[src/verilog/dvhm_pkg.sv]
// Constants, attenuation table and shared helpers for the volume and mix register bank
package dvhm_pkg;

    // ------------------------------------------------------------------
    // Bus and register map
    // ------------------------------------------------------------------
    localparam int         ADDR_W            = 10;
    localparam int         DATA_W            = 32;
    localparam logic [7:0] IDX_COUPLE        = 8'h29;
    localparam logic [7:0] IDX_RIGHT_VOL     = 8'h2C;
    localparam logic [7:0] IDX_MIX_SEC_LEFT  = 8'h2D;
    localparam logic [7:0] IDX_MIX_LEFT_AMP  = 8'h2E;
    localparam logic [7:0] IDX_MIX_LEFT_PLAY = 8'h2F;
    localparam logic [7:0] IDX_MIX_SEC_RIGHT = 8'h30;
    localparam logic [7:0] IDX_STATUS        = 8'h31;
    localparam logic [1:0] RESP_OKAY         = 2'h0;
    localparam logic [1:0] RESP_SLVERR       = 2'h2;

    // ------------------------------------------------------------------
    // Fields and reset values
    // ------------------------------------------------------------------
    localparam int         ROUTE_N           = 4;
    localparam int         ROUTE_MAX         = 7;
    localparam int         MUTE_BIT          = 7;
    localparam int         ROUTE_EN_BIT      = 7;
    localparam int         STAT_ROUTE_LSB    = 8;
    localparam logic [7:0] RIGHT_VOL_RST     = 8'h80;
    localparam logic [7:0] MIX_RST           = 8'h00;
    localparam logic [1:0] COUPLE_RST        = 2'h0;
    localparam logic [1:0] COUPLE_R_FOLLOW_L = 2'h2;

    // ------------------------------------------------------------------
    // Attenuation, in tenths of a decibel
    // ------------------------------------------------------------------
    localparam logic [9:0] ATTEN_STEP        = 10'h005;
    localparam logic [9:0] MUTE_ATTEN        = 10'h3FF;
    localparam logic [6:0] TAB_BASE          = 7'h25;
    localparam logic [6:0] CODE_LAST_GAIN    = 7'h75;
    localparam logic [6:0] CODE_FIRST_MUTE   = 7'h76;

    // Irregular part of the output-stage curve, codes 37..117
    localparam logic [9:0] ATTEN_TAB [0:80] = '{
        10'd186, 10'd191, 10'd196, 10'd201, 10'd206, 10'd211, 10'd216, 10'd221, 10'd226,
        10'd231, 10'd236, 10'd241, 10'd246, 10'd251, 10'd256, 10'd261, 10'd266, 10'd271,
        10'd276, 10'd281, 10'd286, 10'd291, 10'd296, 10'd301, 10'd306, 10'd311, 10'd316,
        10'd321, 10'd326, 10'd331, 10'd336, 10'd341, 10'd346, 10'd351, 10'd357, 10'd361,
        10'd367, 10'd371, 10'd377, 10'd382, 10'd387, 10'd392, 10'd397, 10'd402, 10'd407,
        10'd412, 10'd417, 10'd422, 10'd427, 10'd432, 10'd438, 10'd443, 10'd448, 10'd452,
        10'd458, 10'd462, 10'd467, 10'd474, 10'd479, 10'd482, 10'd487, 10'd493, 10'd500,
        10'd503, 10'd510, 10'd514, 10'd518, 10'd522, 10'd527, 10'd537, 10'd542, 10'd553,
        10'd567, 10'd583, 10'd602, 10'd627, 10'd643, 10'd662, 10'd687, 10'd722, 10'd783
    };

    // Linear half-dB scale, shared by the digital gain and the output-stage low codes
    function automatic logic [9:0] dvhm_half_db(input logic [6:0] code);
        return 10'(code) * ATTEN_STEP;
    endfunction

    function automatic logic [9:0] dvhm_stage_atten(input logic [6:0] code);
        if (code < TAB_BASE) begin
            return dvhm_half_db(code);
        end else if (code <= CODE_LAST_GAIN) begin
            return ATTEN_TAB[7'(code - TAB_BASE)];
        end
        return MUTE_ATTEN;
    endfunction

    function automatic logic dvhm_writable(input logic [7:0] idx);
        return (idx == IDX_COUPLE) || ((idx >= IDX_RIGHT_VOL) && (idx <= IDX_MIX_SEC_RIGHT));
    endfunction

endpackage

[src/verilog/dvhm_route_if.sv]
// Carrier between the register bank and one output-stage route control
interface dvhm_route_if;
    logic       enable;
    logic [6:0] code;
    logic       active;
    logic       muted;
    logic [9:0] atten;

    modport ctrl  (output enable, output code, input active, input muted, input atten);
    modport stage (input enable, input code, output active, output muted, output atten);
endinterface

[src/verilog/dvhm_route_gain.sv]
// One output-stage volume control: route enable plus table attenuation
module dvhm_route_gain (
    input  wire logic  aclk,
    input  wire logic  aresetn,
    dvhm_route_if.stage rt
);

    // ------------------------------------------------------------------
    // Gain lookup
    // ------------------------------------------------------------------
    always_ff @(posedge aclk) begin
        if (!aresetn) begin
            rt.active <= 1'b0;
            rt.muted  <= 1'b1;
            rt.atten  <= dvhm_pkg::MUTE_ATTEN;
        end else begin
            // Disabled route is forced silent so a stale code cannot leak
            rt.active <= rt.enable;
            rt.muted  <= !rt.enable || (rt.code >= dvhm_pkg::CODE_FIRST_MUTE);
            rt.atten  <= rt.enable ? dvhm_pkg::dvhm_stage_atten(rt.code)
                                   : dvhm_pkg::MUTE_ATTEN;
        end
    end
endmodule

[src/verilog/dvhm_regs.sv]
// Playback volume and left headphone mix register bank on AXI4-Lite
module dvhm_regs (
    input  wire logic        aclk,
    input  wire logic        aresetn,

    input  wire logic        s_axi_awvalid,
    output logic             s_axi_awready,
    input  wire logic [9:0]  s_axi_awaddr,
    input  wire logic [2:0]  s_axi_awprot,
    input  wire logic        s_axi_wvalid,
    output logic             s_axi_wready,
    input  wire logic [31:0] s_axi_wdata,
    input  wire logic [3:0]  s_axi_wstrb,
    output logic             s_axi_bvalid,
    input  wire logic        s_axi_bready,
    output logic [1:0]       s_axi_bresp,
    input  wire logic        s_axi_arvalid,
    output logic             s_axi_arready,
    input  wire logic [9:0]  s_axi_araddr,
    input  wire logic [2:0]  s_axi_arprot,
    output logic             s_axi_rvalid,
    input  wire logic        s_axi_rready,
    output logic [31:0]      s_axi_rdata,
    output logic [1:0]       s_axi_rresp,

    input  wire logic [6:0]  left_gain_code,
    output logic [6:0]       dac_right_gain_code,
    output logic             dac_right_mute,
    output logic [9:0]       dac_right_atten_tenth_db,
    output logic [3:0]       hp_route_on,
    output logic [3:0]       hp_route_muted,
    output logic [39:0]      hp_route_atten_tenth_db
);

    // ------------------------------------------------------------------
    // Declarations
    // ------------------------------------------------------------------
    logic       aw_full_q;
    logic [7:0] aw_idx_q;
    logic       w_full_q;
    logic [7:0] w_data_q;
    logic       w_strb0_q;
    logic       bvalid_q;
    logic [1:0] bresp_q;
    logic       rvalid_q;
    logic [31:0] rdata_q;
    logic [1:0] rresp_q;
    logic       wr_go;
    logic       wr_en;
    logic [7:0] mix_off;
    logic [7:0] ar_idx;
    logic [31:0] rd_word_d;
    logic       rd_hit_d;
    logic [7:0] right_vol_q;
    logic [1:0] couple_q;
    logic [7:0] mix_q [0:3];
    logic [6:0] right_eff_d;

    dvhm_route_if rt_if [dvhm_pkg::ROUTE_N] ();

    // ------------------------------------------------------------------
    // Write address and data capture
    // ------------------------------------------------------------------
    // Address and data are held apart, so either may arrive first
    assign s_axi_awready = !aw_full_q;
    assign s_axi_wready  = !w_full_q;
    assign wr_go         = aw_full_q && w_full_q && !bvalid_q;
    assign wr_en         = wr_go && w_strb0_q;
    assign mix_off       = 8'(aw_idx_q - dvhm_pkg::IDX_MIX_SEC_LEFT);

    always_ff @(posedge aclk) begin
        if (!aresetn) begin
            aw_full_q <= 1'b0;
            aw_idx_q  <= 8'h00;
        end else if (s_axi_awvalid && s_axi_awready) begin
            aw_full_q <= 1'b1;
            aw_idx_q  <= s_axi_awaddr[9:2];
        end else if (wr_go) begin
            aw_full_q <= 1'b0;
        end
    end

    always_ff @(posedge aclk) begin
        if (!aresetn) begin
            w_full_q  <= 1'b0;
            w_data_q  <= 8'h00;
            w_strb0_q <= 1'b0;
        end else if (s_axi_wvalid && s_axi_wready) begin
            w_full_q  <= 1'b1;
            w_data_q  <= s_axi_wdata[7:0];
            w_strb0_q <= s_axi_wstrb[0];
        end else if (wr_go) begin
            w_full_q  <= 1'b0;
        end
    end

    // ------------------------------------------------------------------
    // Write response
    // ------------------------------------------------------------------
    always_ff @(posedge aclk) begin
        if (!aresetn) begin
            bvalid_q <= 1'b0;
            bresp_q  <= dvhm_pkg::RESP_OKAY;
        end else if (wr_go) begin
            bvalid_q <= 1'b1;
            bresp_q  <= dvhm_pkg::dvhm_writable(aw_idx_q) ? dvhm_pkg::RESP_OKAY
                                                           : dvhm_pkg::RESP_SLVERR;
        end else if (s_axi_bready) begin
            bvalid_q <= 1'b0;
        end
    end

    assign s_axi_bvalid = bvalid_q;
    assign s_axi_bresp  = bresp_q;

    // ------------------------------------------------------------------
    // Right playback volume and coupling
    // ------------------------------------------------------------------
    always_ff @(posedge aclk) begin
        if (!aresetn) begin
            right_vol_q <= dvhm_pkg::RIGHT_VOL_RST;
        end else if (wr_en && aw_idx_q == dvhm_pkg::IDX_RIGHT_VOL) begin
            right_vol_q <= w_data_q;
        end
    end

    always_ff @(posedge aclk) begin
        if (!aresetn) begin
            couple_q <= dvhm_pkg::COUPLE_RST;
        end else if (wr_en && aw_idx_q == dvhm_pkg::IDX_COUPLE) begin
            couple_q <= w_data_q[1:0];
        end
    end

    // Other coupling codes leave right on its own setting
    assign right_eff_d = (couple_q == dvhm_pkg::COUPLE_R_FOLLOW_L) ? left_gain_code
                                                                    : right_vol_q[6:0];

    always_ff @(posedge aclk) begin
        if (!aresetn) begin
            dac_right_gain_code      <= 7'h00;
            dac_right_mute           <= 1'b1;
            dac_right_atten_tenth_db <= 10'h000;
        end else begin
            dac_right_gain_code      <= right_eff_d;
            dac_right_mute           <= right_vol_q[dvhm_pkg::MUTE_BIT];
            dac_right_atten_tenth_db <= dvhm_pkg::dvhm_half_db(right_eff_d);
        end
    end

    // ------------------------------------------------------------------
    // Left headphone mix routes
    // ------------------------------------------------------------------
    // Route order: second left line, left amp, left playback, second right line
    always_ff @(posedge aclk) begin
        if (!aresetn) begin
            for (int i = 0; i < dvhm_pkg::ROUTE_N; i++) begin
                mix_q[i] <= dvhm_pkg::MIX_RST;
            end
        end else if (wr_en && mix_off < 8'(dvhm_pkg::ROUTE_N)) begin
            mix_q[mix_off[1:0]] <= w_data_q;
        end
    end

    // One control per source for this driver; the other six live elsewhere
    for (genvar g = 0; g < dvhm_pkg::ROUTE_N; g++) begin : g_route
        assign rt_if[g].enable = mix_q[g][dvhm_pkg::ROUTE_EN_BIT];
        assign rt_if[g].code   = mix_q[g][6:0];

        dvhm_route_gain u_gain (
            .aclk    (aclk),
            .aresetn (aresetn),
            .rt      (rt_if[g])
        );

        assign hp_route_on[g]                   = rt_if[g].active;
        assign hp_route_muted[g]                = rt_if[g].muted;
        assign hp_route_atten_tenth_db[g*10+:10] = rt_if[g].atten;
    end

    // ------------------------------------------------------------------
    // Read path
    // ------------------------------------------------------------------
    assign s_axi_arready = !rvalid_q;
    assign ar_idx        = s_axi_araddr[9:2];

    always_comb begin
        rd_word_d = 32'h0000_0000;
        rd_hit_d  = 1'b1;
        case (ar_idx)
            dvhm_pkg::IDX_COUPLE:        rd_word_d[1:0] = couple_q;
            dvhm_pkg::IDX_RIGHT_VOL:     rd_word_d[7:0] = right_vol_q;
            dvhm_pkg::IDX_MIX_SEC_LEFT:  rd_word_d[7:0] = mix_q[0];
            dvhm_pkg::IDX_MIX_LEFT_AMP:  rd_word_d[7:0] = mix_q[1];
            dvhm_pkg::IDX_MIX_LEFT_PLAY: rd_word_d[7:0] = mix_q[2];
            dvhm_pkg::IDX_MIX_SEC_RIGHT: rd_word_d[7:0] = mix_q[3];
            dvhm_pkg::IDX_STATUS: begin
                rd_word_d[6:0]                        = dac_right_gain_code;
                rd_word_d[dvhm_pkg::MUTE_BIT]         = dac_right_mute;
                rd_word_d[dvhm_pkg::STAT_ROUTE_LSB+:4] = hp_route_on;
            end
            default: rd_hit_d = 1'b0;
        endcase
    end

    always_ff @(posedge aclk) begin
        if (!aresetn) begin
            rvalid_q <= 1'b0;
            rdata_q  <= 32'h0000_0000;
            rresp_q  <= dvhm_pkg::RESP_OKAY;
        end else if (s_axi_arvalid && s_axi_arready) begin
            rvalid_q <= 1'b1;
            rdata_q  <= rd_word_d;
            rresp_q  <= rd_hit_d ? dvhm_pkg::RESP_OKAY : dvhm_pkg::RESP_SLVERR;
        end else if (s_axi_rready) begin
            rvalid_q <= 1'b0;
        end
    end

    assign s_axi_rvalid = rvalid_q;
    assign s_axi_rdata  = rdata_q;
    assign s_axi_rresp  = rresp_q;
endmodule

[config.mk]
export PLATFORM = sky130hd
export DESIGN_NAME = dvhm_regs
export DESIGN_NICKNAME = d
export VERILOG_FILES = /design/src/verilog/dvhm_pkg.sv /design/src/verilog/dvhm_route_if.sv /design/src/verilog/dvhm_route_gain.sv /design/src/verilog/dvhm_regs.sv
export SDC_FILE = /design/constraint.sdc
export NUM_CORES = 1
export LEC_CHECK = 0
export BUFFER_PORTS_ARGS = -buffer_cell sky130_fd_sc_hd__buf_2
export CORE_ASPECT_RATIO = 0.9
export CORE_MARGIN = 2
export CORE_UTILIZATION = 50
export DETAILED_ROUTE_END_ITERATION = 16
export GPL_TIMING_DRIVEN = 0
export PLACE_DENSITY = 0.76
export SYNTH_ARGS = -nofsm -noshare
export SYNTH_HDL_FRONTEND = slang
export SYNTH_SLANG_ARGS = --single-unit
[constraint.sdc]
create_clock -name aclk -period 3.95 [get_ports aclk]
set_input_delay 0.395 -clock aclk [delete_from_list [all_inputs] [get_ports aclk]]
set_output_delay 0.395 -clock aclk [all_outputs]
set_load 0.02 [all_outputs]
# Yosys cells after proc, flatten, opt, wreduce, memory -nomap -nowiden
# Memory sizes are Yosys's and may differ from the RTL's.
# Cells that the tools add are included.
# word_totals
in_bits	76
output_inout_bits	107
ramBits	32
word_cells	157
memories	5
ff_bits	113
mem_bits_ro	5120
# mem_list
memory	words	word_bits	read_ports	rd_ports_with_merged_regs	wr	line_no	source
(no name shown)	128	10	1	0	0	dvhm_pkg.sv:63	return ATTEN_TAB[7'(code - TAB_BASE)];
(no name shown)	128	10	1	0	0	dvhm_pkg.sv:63	
(no name shown)	128	10	1	0	0	dvhm_pkg.sv:63	
(no name shown)	128	10	1	0	0	dvhm_pkg.sv:63	
mix_q	4	8	4	0	4	dvhm_regs.sv:56	logic [7:0] mix_q [0:3];
# op_classes
mux	49
magnitude_cmp	19
n_reduce_logical	33
n_mul	5
n_addsub	5
n_bitwise	4
n_eq_ne	10
# ops
operator	count
10-bit 2-to-1 mux	16
8-bit by 6-bit equality test with 1-bit output (second input constant)	9
7-bit by 3-bit multiplier with 10-bit output (second input constant)	5
6-bit one-hot mux with 6 select lines	1
8-bit >= comparator (second input constant)	4
7-bit inverter with 8-bit output	4
7-bit >= comparator (second input constant)	4
7-bit <= comparator (second input constant)	4
7-bit by 6-bit less-than comparator with 1-bit output (second input constant)	4
7-bit by 6-bit subtractor with 7-bit output (second input constant)	4
1-bit 2-to-1 mux	25
2-bit one-hot mux with 7 select lines	1
3-bit AND reduction	4
1-bit logical AND	10
8-bit by 6-bit >= comparator with 1-bit output (second input constant)	1
8-bit by 6-bit <= comparator with 1-bit output (second input constant)	1
1-bit logical NOT	8
8-bit by 3-bit less-than comparator with 1-bit output (second input constant)	1
8-bit 2-to-1 mux	1
2-bit nonzero test	4
8-bit OR reduction	1
8-bit by 6-bit subtractor with 8-bit output (second input constant)	1
7-bit 2-to-1 mux	1
7-bit OR reduction	1
other kinds (4)	10

# Depth between registers and ports, before layout
# Gate-level depths: netlist (run 1).
# logic_depth
depth_word	9
ltp_mapped	13
ltp_nobuf	11

# By module
# A second synthesis (run 1) with hierarchy kept.
# unflattened
hier_cells	1430
area_unflattened_um2	11952.7
# by_module_without_submodules
mod	n_inst	area_per_inst_um2	cells_per_inst	seq_area_each_um2
dvhm_regs	1	4565.6	462	2182.1
dvhm_route_gain (g_route[1].u_gain)	1	1925.6	255	240.2
dvhm_route_gain (g_route[2].u_gain)	1	1859.3	235	240.2
dvhm_route_gain (g_route[3].u_gain)	1	1830.5	240	240.2
dvhm_route_gain (g_route[0].u_gain)	1	1771.7	238	240.2

# Worst setup path after synthesis (run 1)
# No wires, ideal clock.
# synth_timing
path_type	register to register
startpoint	memory mix_q[0][0]
endpoint	register g_route[0].u_gain.rt.atten[6]
path_slack_ps	1009
synth_period_minus_slack_ps	2941
stages_incl_launch_ff	14
arrival_ps	2807
t_required_ps	3816
path_buffers	3
setup_time_ps	134
cell_sequence	edfxtp_1 clkbuf_1 inv_1 ha_1 buf_2 inv_1 ha_1 clkbuf_1 clkinv_1 a22oi_1 o22ai_1 nand4_1 o21ai_0 or4_1
# synth_lines
element	line_no	source
start: declaration	dvhm_regs.sv:56	
end signal: assignment	dvhm_route_gain.sv:15	rt.atten <= dvhm_pkg::MUTE_ATTEN;
end signal: assignment	dvhm_route_gain.sv:20	rt.atten <= rt.enable ? dvhm_pkg::dvhm_stage_atten(rt.code)
end: declaration	dvhm_route_if.sv:10	modport stage (input enable, input code, output active, output muted, output atten);

==> results.py, run 1 <==
metrics = {
    "synth": {
        "yosysSeqAreaShare": 0.279,
        "async_flop_share": 0,
        "synth-simple-area-share": 0.201,
        "synthFlopType": "dfxtp_1",
        "yosys.area.top_type_share": 0.194,
        "yosysUniqueCellTypes": 95,
        "synth-xor-area-share": 0.0331,
        "synth_edf_count": 32,
        "postSynthCellCount": 1390,
        "syn_avg_cell_area_sq_um": 8.10,
        "yosys-top-cells-area": "dfxtp_1 19%, ha_1 8.8%, edfxtp_1 8.5%",
        "synthesis.area_sq_um": 11300,
        "synth_top_family_by_area": "compound AO/OA/AOI/OAI gates",
        "muxShareOfSynthArea": 0.0493,
        "synth-compound-area-share": 0.261,
        "yosysWarnings": 0,
        "ys_seq_elements": 141,
        "yosys.area.top_type": "dfxtp_1",
        "synthAdderAreaFrac": 0.0966,
    },
    "sta": {
        "skew_ns": 0.0126,
        "setup_slack_ns": 0.123,
        "tightest_slew_ns": 1.19,
        "finalMaxSlewViolations": 0,
        "max_freq_mhz": 261,
        "setup_tns_ns": 0,
        "slew_headroom": 0.200,
        "period_share": 0.969,
        "fin_hold_ws_ns": 0.145,
        "hold_violations": 0,
        "min_period_ns": 3.83,
        "finalSetupViolations": 0,
        "grt_setup_unrepaired": "false",
    },
    "critical_path": {
        "reg2regPathDepth": 12,
        "critPathRequiredTime_ns": 4.24,
        "worstSetupStartpointType": "flop",
        "r2r-start": "mix_q[0][0]$_SDFFCE_PN0P_",
        "path_max_fanout": 10,
        "critPathMaxStageDelay_ns": 0.57,
        "critPathSlowestCell": "edfxtp_1",
        "reg2reg_to": "g_route[0].u_gain.rt.atten[7]$_SDFF_PN1_",
        "crit_type": "flop to flop",
        "crit_arrival_ns": 4.12,
        "crit_path_start": "mix_q[0][0]$_SDFFCE_PN0P_",
        "endpoint_kind": "flop",
        "cp_cell_sequence": "clkbuf_2, inv_1, ha_1, buf_2, inv_1, ha_1, clkbuf_1, clkinv_1, nor3_1, o41ai_2, nor4_1, o21ai_1",
        "setup.worst_path.end": "g_route[0].u_gain.rt.atten[7]$_SDFF_PN1_",
        "rrSetupSlack_ns": 0.12,
    },
    "drt": {
        "wl_met3_um": 4000,
        "wl_met1_um": 16100,
        "num_vias": 11544,
        "ant_nets": 0,
        "viasPerCell": 6.21,
        "dr_wl_met2_um": 15400,
        "wl_per_cell_um": 19.6,
        "first_pass_iters": 6,
        "wirelength_um": 36500,
        "top_layer": "met4",
        "post-route-drc-count": 0,
        "initialDrtViolationCount": 1182,
    },
    "cells_and_area": {
        "final_common_cell": "buf_2",
        "finalNetCount": 1710,
        "area_growth_syn_to_layout_pct": 14.8,
        "fill_cells": 1984,
        "fin_util": 0.579,
        "mostFrequentLayoutCells": "144 x buf_2, 118 x nand2_1, 115 x a21oi_1, 114 x nor2_1, 109 x dfxtp_1",
        "drive_gt1_frac": 0.173,
    },
    "placement": {
        "post-dp-hpwl_um": 27500,
        "detailedPlace.worstSlack_ns": 0.184,
        "port_buffers": 120,
        "gp_congestion": 0.976,
    },
    "pwr": {
        "p_per_area_nw_per_um2": 318,
        "leakage_nw": 5.40,
        "vdd.ir_drop.worst_uv": 267,
    },
    "worst_hold_path": {
        "hp-class": "input port to flop",
    },
    "die": {
        "fp-row-count": 52,
        "start_util": 0.505,
        "die_h_um": 146,
        "die_x_um": 162,
        "die-area_sq_um": 23700,
        "io_pins": 183,
        "core_area_sq_um": 22300,
    },
    "run_status": {
        "outcome": "finished clean",
    },
    "clock_network": {
        "clock-sinks": 141,
        "cts_tree": "done",
        "clockBufferDepth": 2,
        "post-cts-setup-buffers": 0,
        "cts_root_buf": "clkbuf_16",
        "clkSlewWorstSetupHoldPaths_ns": 0.06,
        "numCtsBuffers": 17,
        "htreeDepth": 4,
        "worstSkewPairLatency_ns": 0.44,
    },
    "global_route": {
        "antenna_found_initial": 1,
        "grt_remaining_overflow": 0,
        "grt_max_degree": 17,
        "gr-usage-all-layers": 0.303,
        "grt_pass1_vias": 10446,
        "grt_first_pass_wirelength_um": 57100,
    },
    "job": {
        "max_cap_viol_count": 0,
    },
}
[where the power goes]
group	internal [mW]	leakage (nW)	switching, mW	total, mW
Sequential	1.52	1.22	0.0511	1.57
Combinational	0.304	3.90	0.574	0.878
Clock	1.01	0.284	0.645	1.66
[how the worst min path moves through the flow]
stage	cells past startpoint	endpoint	slack, ns	startpoint
after floorplan	1	dac_right_mute$_SDFF_PN1_	0.43	right_vol_q[7]$_SDFFE_PN1P_
after global placement	2	aw_idx_q[7]$_SDFFE_PN0P_	0.44	aw_idx_q[7]$_SDFFE_PN0P_
after detailed placement	2	aw_idx_q[7]$_SDFFE_PN0P_	0.45	aw_idx_q[7]$_SDFFE_PN0P_
after CTS	2	s_axi_rvalid$_SDFFE_PN0P_	0.13	s_axi_rready
after global routing	2	s_axi_rvalid$_SDFFE_PN0P_	0.15	s_axi_rready
final	2	s_axi_rvalid$_SDFFE_PN0P_	0.15	s_axi_rready
[what timing repair did]
item	in CTS	in global routing
hold buffers	0	0
gates resized for setup	0	6
endpoints found under the hold margin	0	0
setup endpoints to repair	0	7
[logic make-up after synthesis]
logic type      Yosys count
compound gates          434
xor+xnor                 40
fa+ha+maj                84
buf+inv                 183
flops                   141
mux                      50
other cells               1
simple gates            457
[synthesized netlist by cell type, types with 7 or more instances]
cell type / instances
nand2_1: 118
a21oi_1: 115
nor2_1: 114
dfxtp_1: 109
o21ai_0: 83
ha_1: 79
clkbuf_1: 58
nor3_1: 47
inv_1: 46
buf_4: 38
mux2i_1: 36
and2_1: 35
edfxtp_1: 32
nand3_1: 30
a211oi_1: 29
xnor2_1: 25
buf_2: 24
a21o_1: 23
and3_1: 23
o211ai_1: 18
o22ai_1: 17
a31oi_1: 15
nand2b_1: 13
nor2b_1: 13
xor2_1: 12
a2111oi_0: 11
nand4_1: 11
mux2_2: 10
o31ai_1: 10
or3_1: 10
a22oi_1: 9
nor4_1: 9
o21a_1: 9
a221oi_1: 7
buf_1: 7
o221ai_1: 7
o311ai_0: 7
[layout make-up]
cell class | count | area (sq um) | share of cell area
Clock inverter | 9 | 109 | 0.00842
Timing Repair Buffer | 120 | 601 | 0.0464
Sequential cell | 141 | 3140 | 0.243
Antenna cell | 1 | 2.50 | 0.000194
Inverter | 50 | 188 | 0.0145
Buffer | 133 | 719 | 0.0556
Tap cell | 297 | 372 | 0.0287
Multi-Input combinational cell | 1087 | 7300 | 0.565
Clock buffer | 21 | 493 | 0.0381
[per-layer routing]
metal,GRT usage,vias up
met4,0.0991,0
met5,0,-
met1,0.440,5376
met3,0.0679,84
li1,-,5374
met2,0.444,710
[per-stage QoR]
stage / total power [mW] / instance area (sq um) / std cells
finish: 4.11 / 12900 / 1859
CTS: 4.10 / 12900 / 1858
floorplan: 2.20 / 11300 / 1411
detailed placement: 2.45 / 12300 / 1828
global route: 4.26 / 12900 / 1859
global placement: 2.45 / 12300 / 1828
[worst max-delay path, delay by kind of cell (launching register included)]
| family | cells | cell delay, ns |
|---|---|---|
| buffers and inverters | 6 | 1.58 |
| and+or+nand+nor | 2 | 0.83 |
| DFF | 1 | 0.57 |
| adders and majority gates | 2 | 0.43 |
| AOI/OAI and AO/OA | 2 | 0.28 |
[state kept, by name, indices dropped and copies added, names as in the netlist, 2 cells and up]
signal	count
g_route.u_gain.rt.atten	40
mix_q	32
s_axi_rdata	12
aw_idx_q	8
dac_right_atten_tenth_db	8
right_vol_q	8
w_data_q	8
dac_right_gain_code	7
g_route.u_gain.rt.active	4
g_route.u_gain.rt.muted	4
couple_q	2
Note: power is estimated with default switching activity, not from simulation.
==> run 2: changes to the inputs <==
--- a/config.mk
+++ b/config.mk
@@ -7,11 +7,12 @@
 export LEC_CHECK = 0
 export BUFFER_PORTS_ARGS = -buffer_cell sky130_fd_sc_hd__buf_2
 export CORE_ASPECT_RATIO = 0.9
-export CORE_MARGIN = 2
+export CORE_MARGIN = 1.5
 export CORE_UTILIZATION = 50
 export DETAILED_ROUTE_END_ITERATION = 16
 export GPL_TIMING_DRIVEN = 0
 export PLACE_DENSITY = 0.76
+export SKIP_CTS_REPAIR_TIMING = 1
 export SYNTH_ARGS = -nofsm -noshare
 export SYNTH_HDL_FRONTEND = slang
 export SYNTH_SLANG_ARGS = --single-unit
==> results.py, run 2 (synthesis results as in run 1) <==
metrics = {
    "pwr": {
        "leakage_nw": 5.38,
        "p_per_area_nw_per_um2": 310,
        "vdd.ir_drop.worst_uv": 246,
    },
    "die": {
        "start_util": 0.515,
        "die-area_sq_um": 23400,
        "fp-row-count": 51,
        "die_h_um": 145,
        "io_pins": 183,
        "die_x_um": 161,
        "core_area_sq_um": 21900,
    },
    "sta": {
        "skew_ns": 0.00926,
        "grt_setup_unrepaired": "false",
        "slew_headroom": 0.107,
        "hold_violations": 0,
        "setup_tns_ns": 0,
        "max_freq_mhz": 266,
        "setup_slack_ns": 0.189,
        "min_period_ns": 3.76,
        "tightest_slew_ns": 1.33,
        "finalSetupViolations": 0,
        "finalMaxSlewViolations": 0,
        "period_share": 0.952,
    },
    "clock_network": {
        "cts_root_buf": "clkbuf_16",
        "clockBufferDepth": 2,
        "htreeDepth": 4,
        "clock-sinks": 141,
        "worstSkewPairLatency_ns": 0.44,
        "cts_tree": "done",
        "numCtsBuffers": 17,
        "clkSlewWorstSetupHoldPaths_ns": 0.06,
    },
    "cells_and_area": {
        "fill_cells": 1984,
        "largest_reg_flops": 40,
        "seqCellArea_sq_um": 3140,
        "finalNonFillerCells": 1854,
        "finalNetCount": 1710,
        "final_common_cell": "buf_2",
        "top_register": "g_route.u_gain.rt.atten",
        "mostFrequentLayoutCells": "144 x buf_2, 118 x nand2_1, 115 x a21oi_1, 114 x nor2_1, 109 x dfxtp_1",
        "final_cell_area_sq_um": 12900,
        "num_antenna_cells": 0,
        "drive_gt1_frac": 0.173,
        "fin_util": 0.588,
        "multi_input_area_sq_um": 7300,
        "area_growth_syn_to_layout_pct": 14.2,
    },
    "drt": {
        "wirelength_um": 36700,
        "post-route-drc-count": 0,
        "first_pass_iters": 5,
        "initialDrtViolationCount": 1480,
        "wl_per_cell_um": 19.8,
        "viasPerCell": 6.25,
        "num_vias": 11589,
        "ant_nets": 0,
    },
    "global_route": {
        "grt_remaining_overflow": 0,
        "busiest_layer": "met2",
        "use_met3": 0.0690,
        "grt_util_met1": 0.452,
        "grt_pass1_vias": 10400,
        "gr-usage-all-layers": 0.310,
        "global_route.usage.met2": 0.459,
        "antenna_found_initial": 0,
        "grt_max_degree": 17,
        "grt_first_pass_wirelength_um": 58000,
    },
    "critical_path": {
        "path_max_fanout": 10,
        "critPathRequiredTime_ns": 4.23,
        "crit_type": "flop to flop",
        "crit_arrival_ns": 4.04,
        "endpoint_kind": "flop",
        "critPathMaxStageDelay_ns": 0.58,
        "cp_cell_sequence": "buf_2, inv_1, ha_1, inv_1, ha_1, clkbuf_1, clkbuf_1, o21ai_0, o311a_1, o311ai_0, a31oi_1",
        "worstSetupStartpointType": "flop",
        "critPathSlowestCell": "o311ai_0",
    },
    "placement": {
        "gp_congestion": 0.944,
        "port_buffers": 120,
        "post-dp-hpwl_um": 27600,
        "placed_area_sq_um": 12300,
        "placed_cells": 1822,
        "detailedPlace.worstSlack_ns": 0.210,
    },
    "worst_hold_path": {
        "hp-class": "input port to flop",
    },
    "job": {
        "max_cap_viol_count": 0,
    },
    "run_status": {
        "outcome": "finished clean",
    },
}
-- run 2: changes by cell type in the layout (fill, tap and decap cells not counted) --
cell | previous run | this run
clkinv_4 | 0 | 3
clkbuf_16 | 19 | 18
clkinv_2 | 2 | 1
bufinv_16 | 2 | 0
clkinvlp_4 | 4 | 3
a2111oi_1 | 1 | 0
inv_4 | 0 | 2
clkbuf_8 | 1 | 0
diode_2 | 1 | 0
a2111oi_0 | 10 | 11
clkbuf_1 | 57 | 59
inv_6 | 1 | 2
-- run 2: per-stage QoR --
stage               hold slack, ns  total power, mW
finish                       0.150             3.99
global route                 0.157             4.13
floorplan                    0.433             2.20
detailed placement           0.454             2.45
CTS                          0.145             3.95
global placement             0.448             2.45
-- run 2: report_power, final --
| group | internal, mW | total (mW) | switching (mW) |
|---|---|---|---|
| registers | 1.52 | 1.57 | 0.0506 |
| logic | 0.304 | 0.884 | 0.580 |
| clock network | 0.846 | 1.53 | 0.685 |
| total | 2.67 | 3.99 | 1.32 |
-- run 2: layout make-up --
class | count | area share
Buffer | 133 | 0.0559
Inverter | 50 | 0.0146
Timing Repair Buffer | 120 | 0.0467
Clock buffer | 21 | 0.0359
Tap cell | 291 | 0.0283
Sequential cell | 141 | 0.244
Multi-Input combinational cell | 1087 | 0.568
Clock inverter | 11 | 0.00652
-- run 2: metal layers --
metal / share of wire / up-vias
li1: - / 5370
met1: 0.43 / 5378
met2: 0.43 / 772
met3: 0.12 / 69
met4: 0.023 / 0
met5: 0 / -
-- run 2: final timing paths --
path                                                from                                       end  slack (ns)  depth (start not counted)
worst min-delay path                        s_axi_rready                 s_axi_rvalid$_SDFFE_PN0P_        0.15                          2
worst max-delay path               mix_q[3][0]$_DFFE_PP_  g_route[3].u_gain.rt.atten[5]$_SDFF_PN1_        0.19                         11
worst max register to register     mix_q[3][0]$_DFFE_PP_  g_route[3].u_gain.rt.atten[5]$_SDFF_PN1_        0.19                         11
worst min register to register  aw_idx_q[7]$_SDFFE_PN0P_                  aw_idx_q[7]$_SDFFE_PN0P_        0.46                          2
-- run 2: critical path: cells and delay by family (launching register included) --
kind	cells	cell delay, ns
buffers and inverters	5	1.42
AO/OA/AOI/OAI	4	1.09
adder cells (fa/ha/maj)	2	0.60
flip-flops	1	0.50
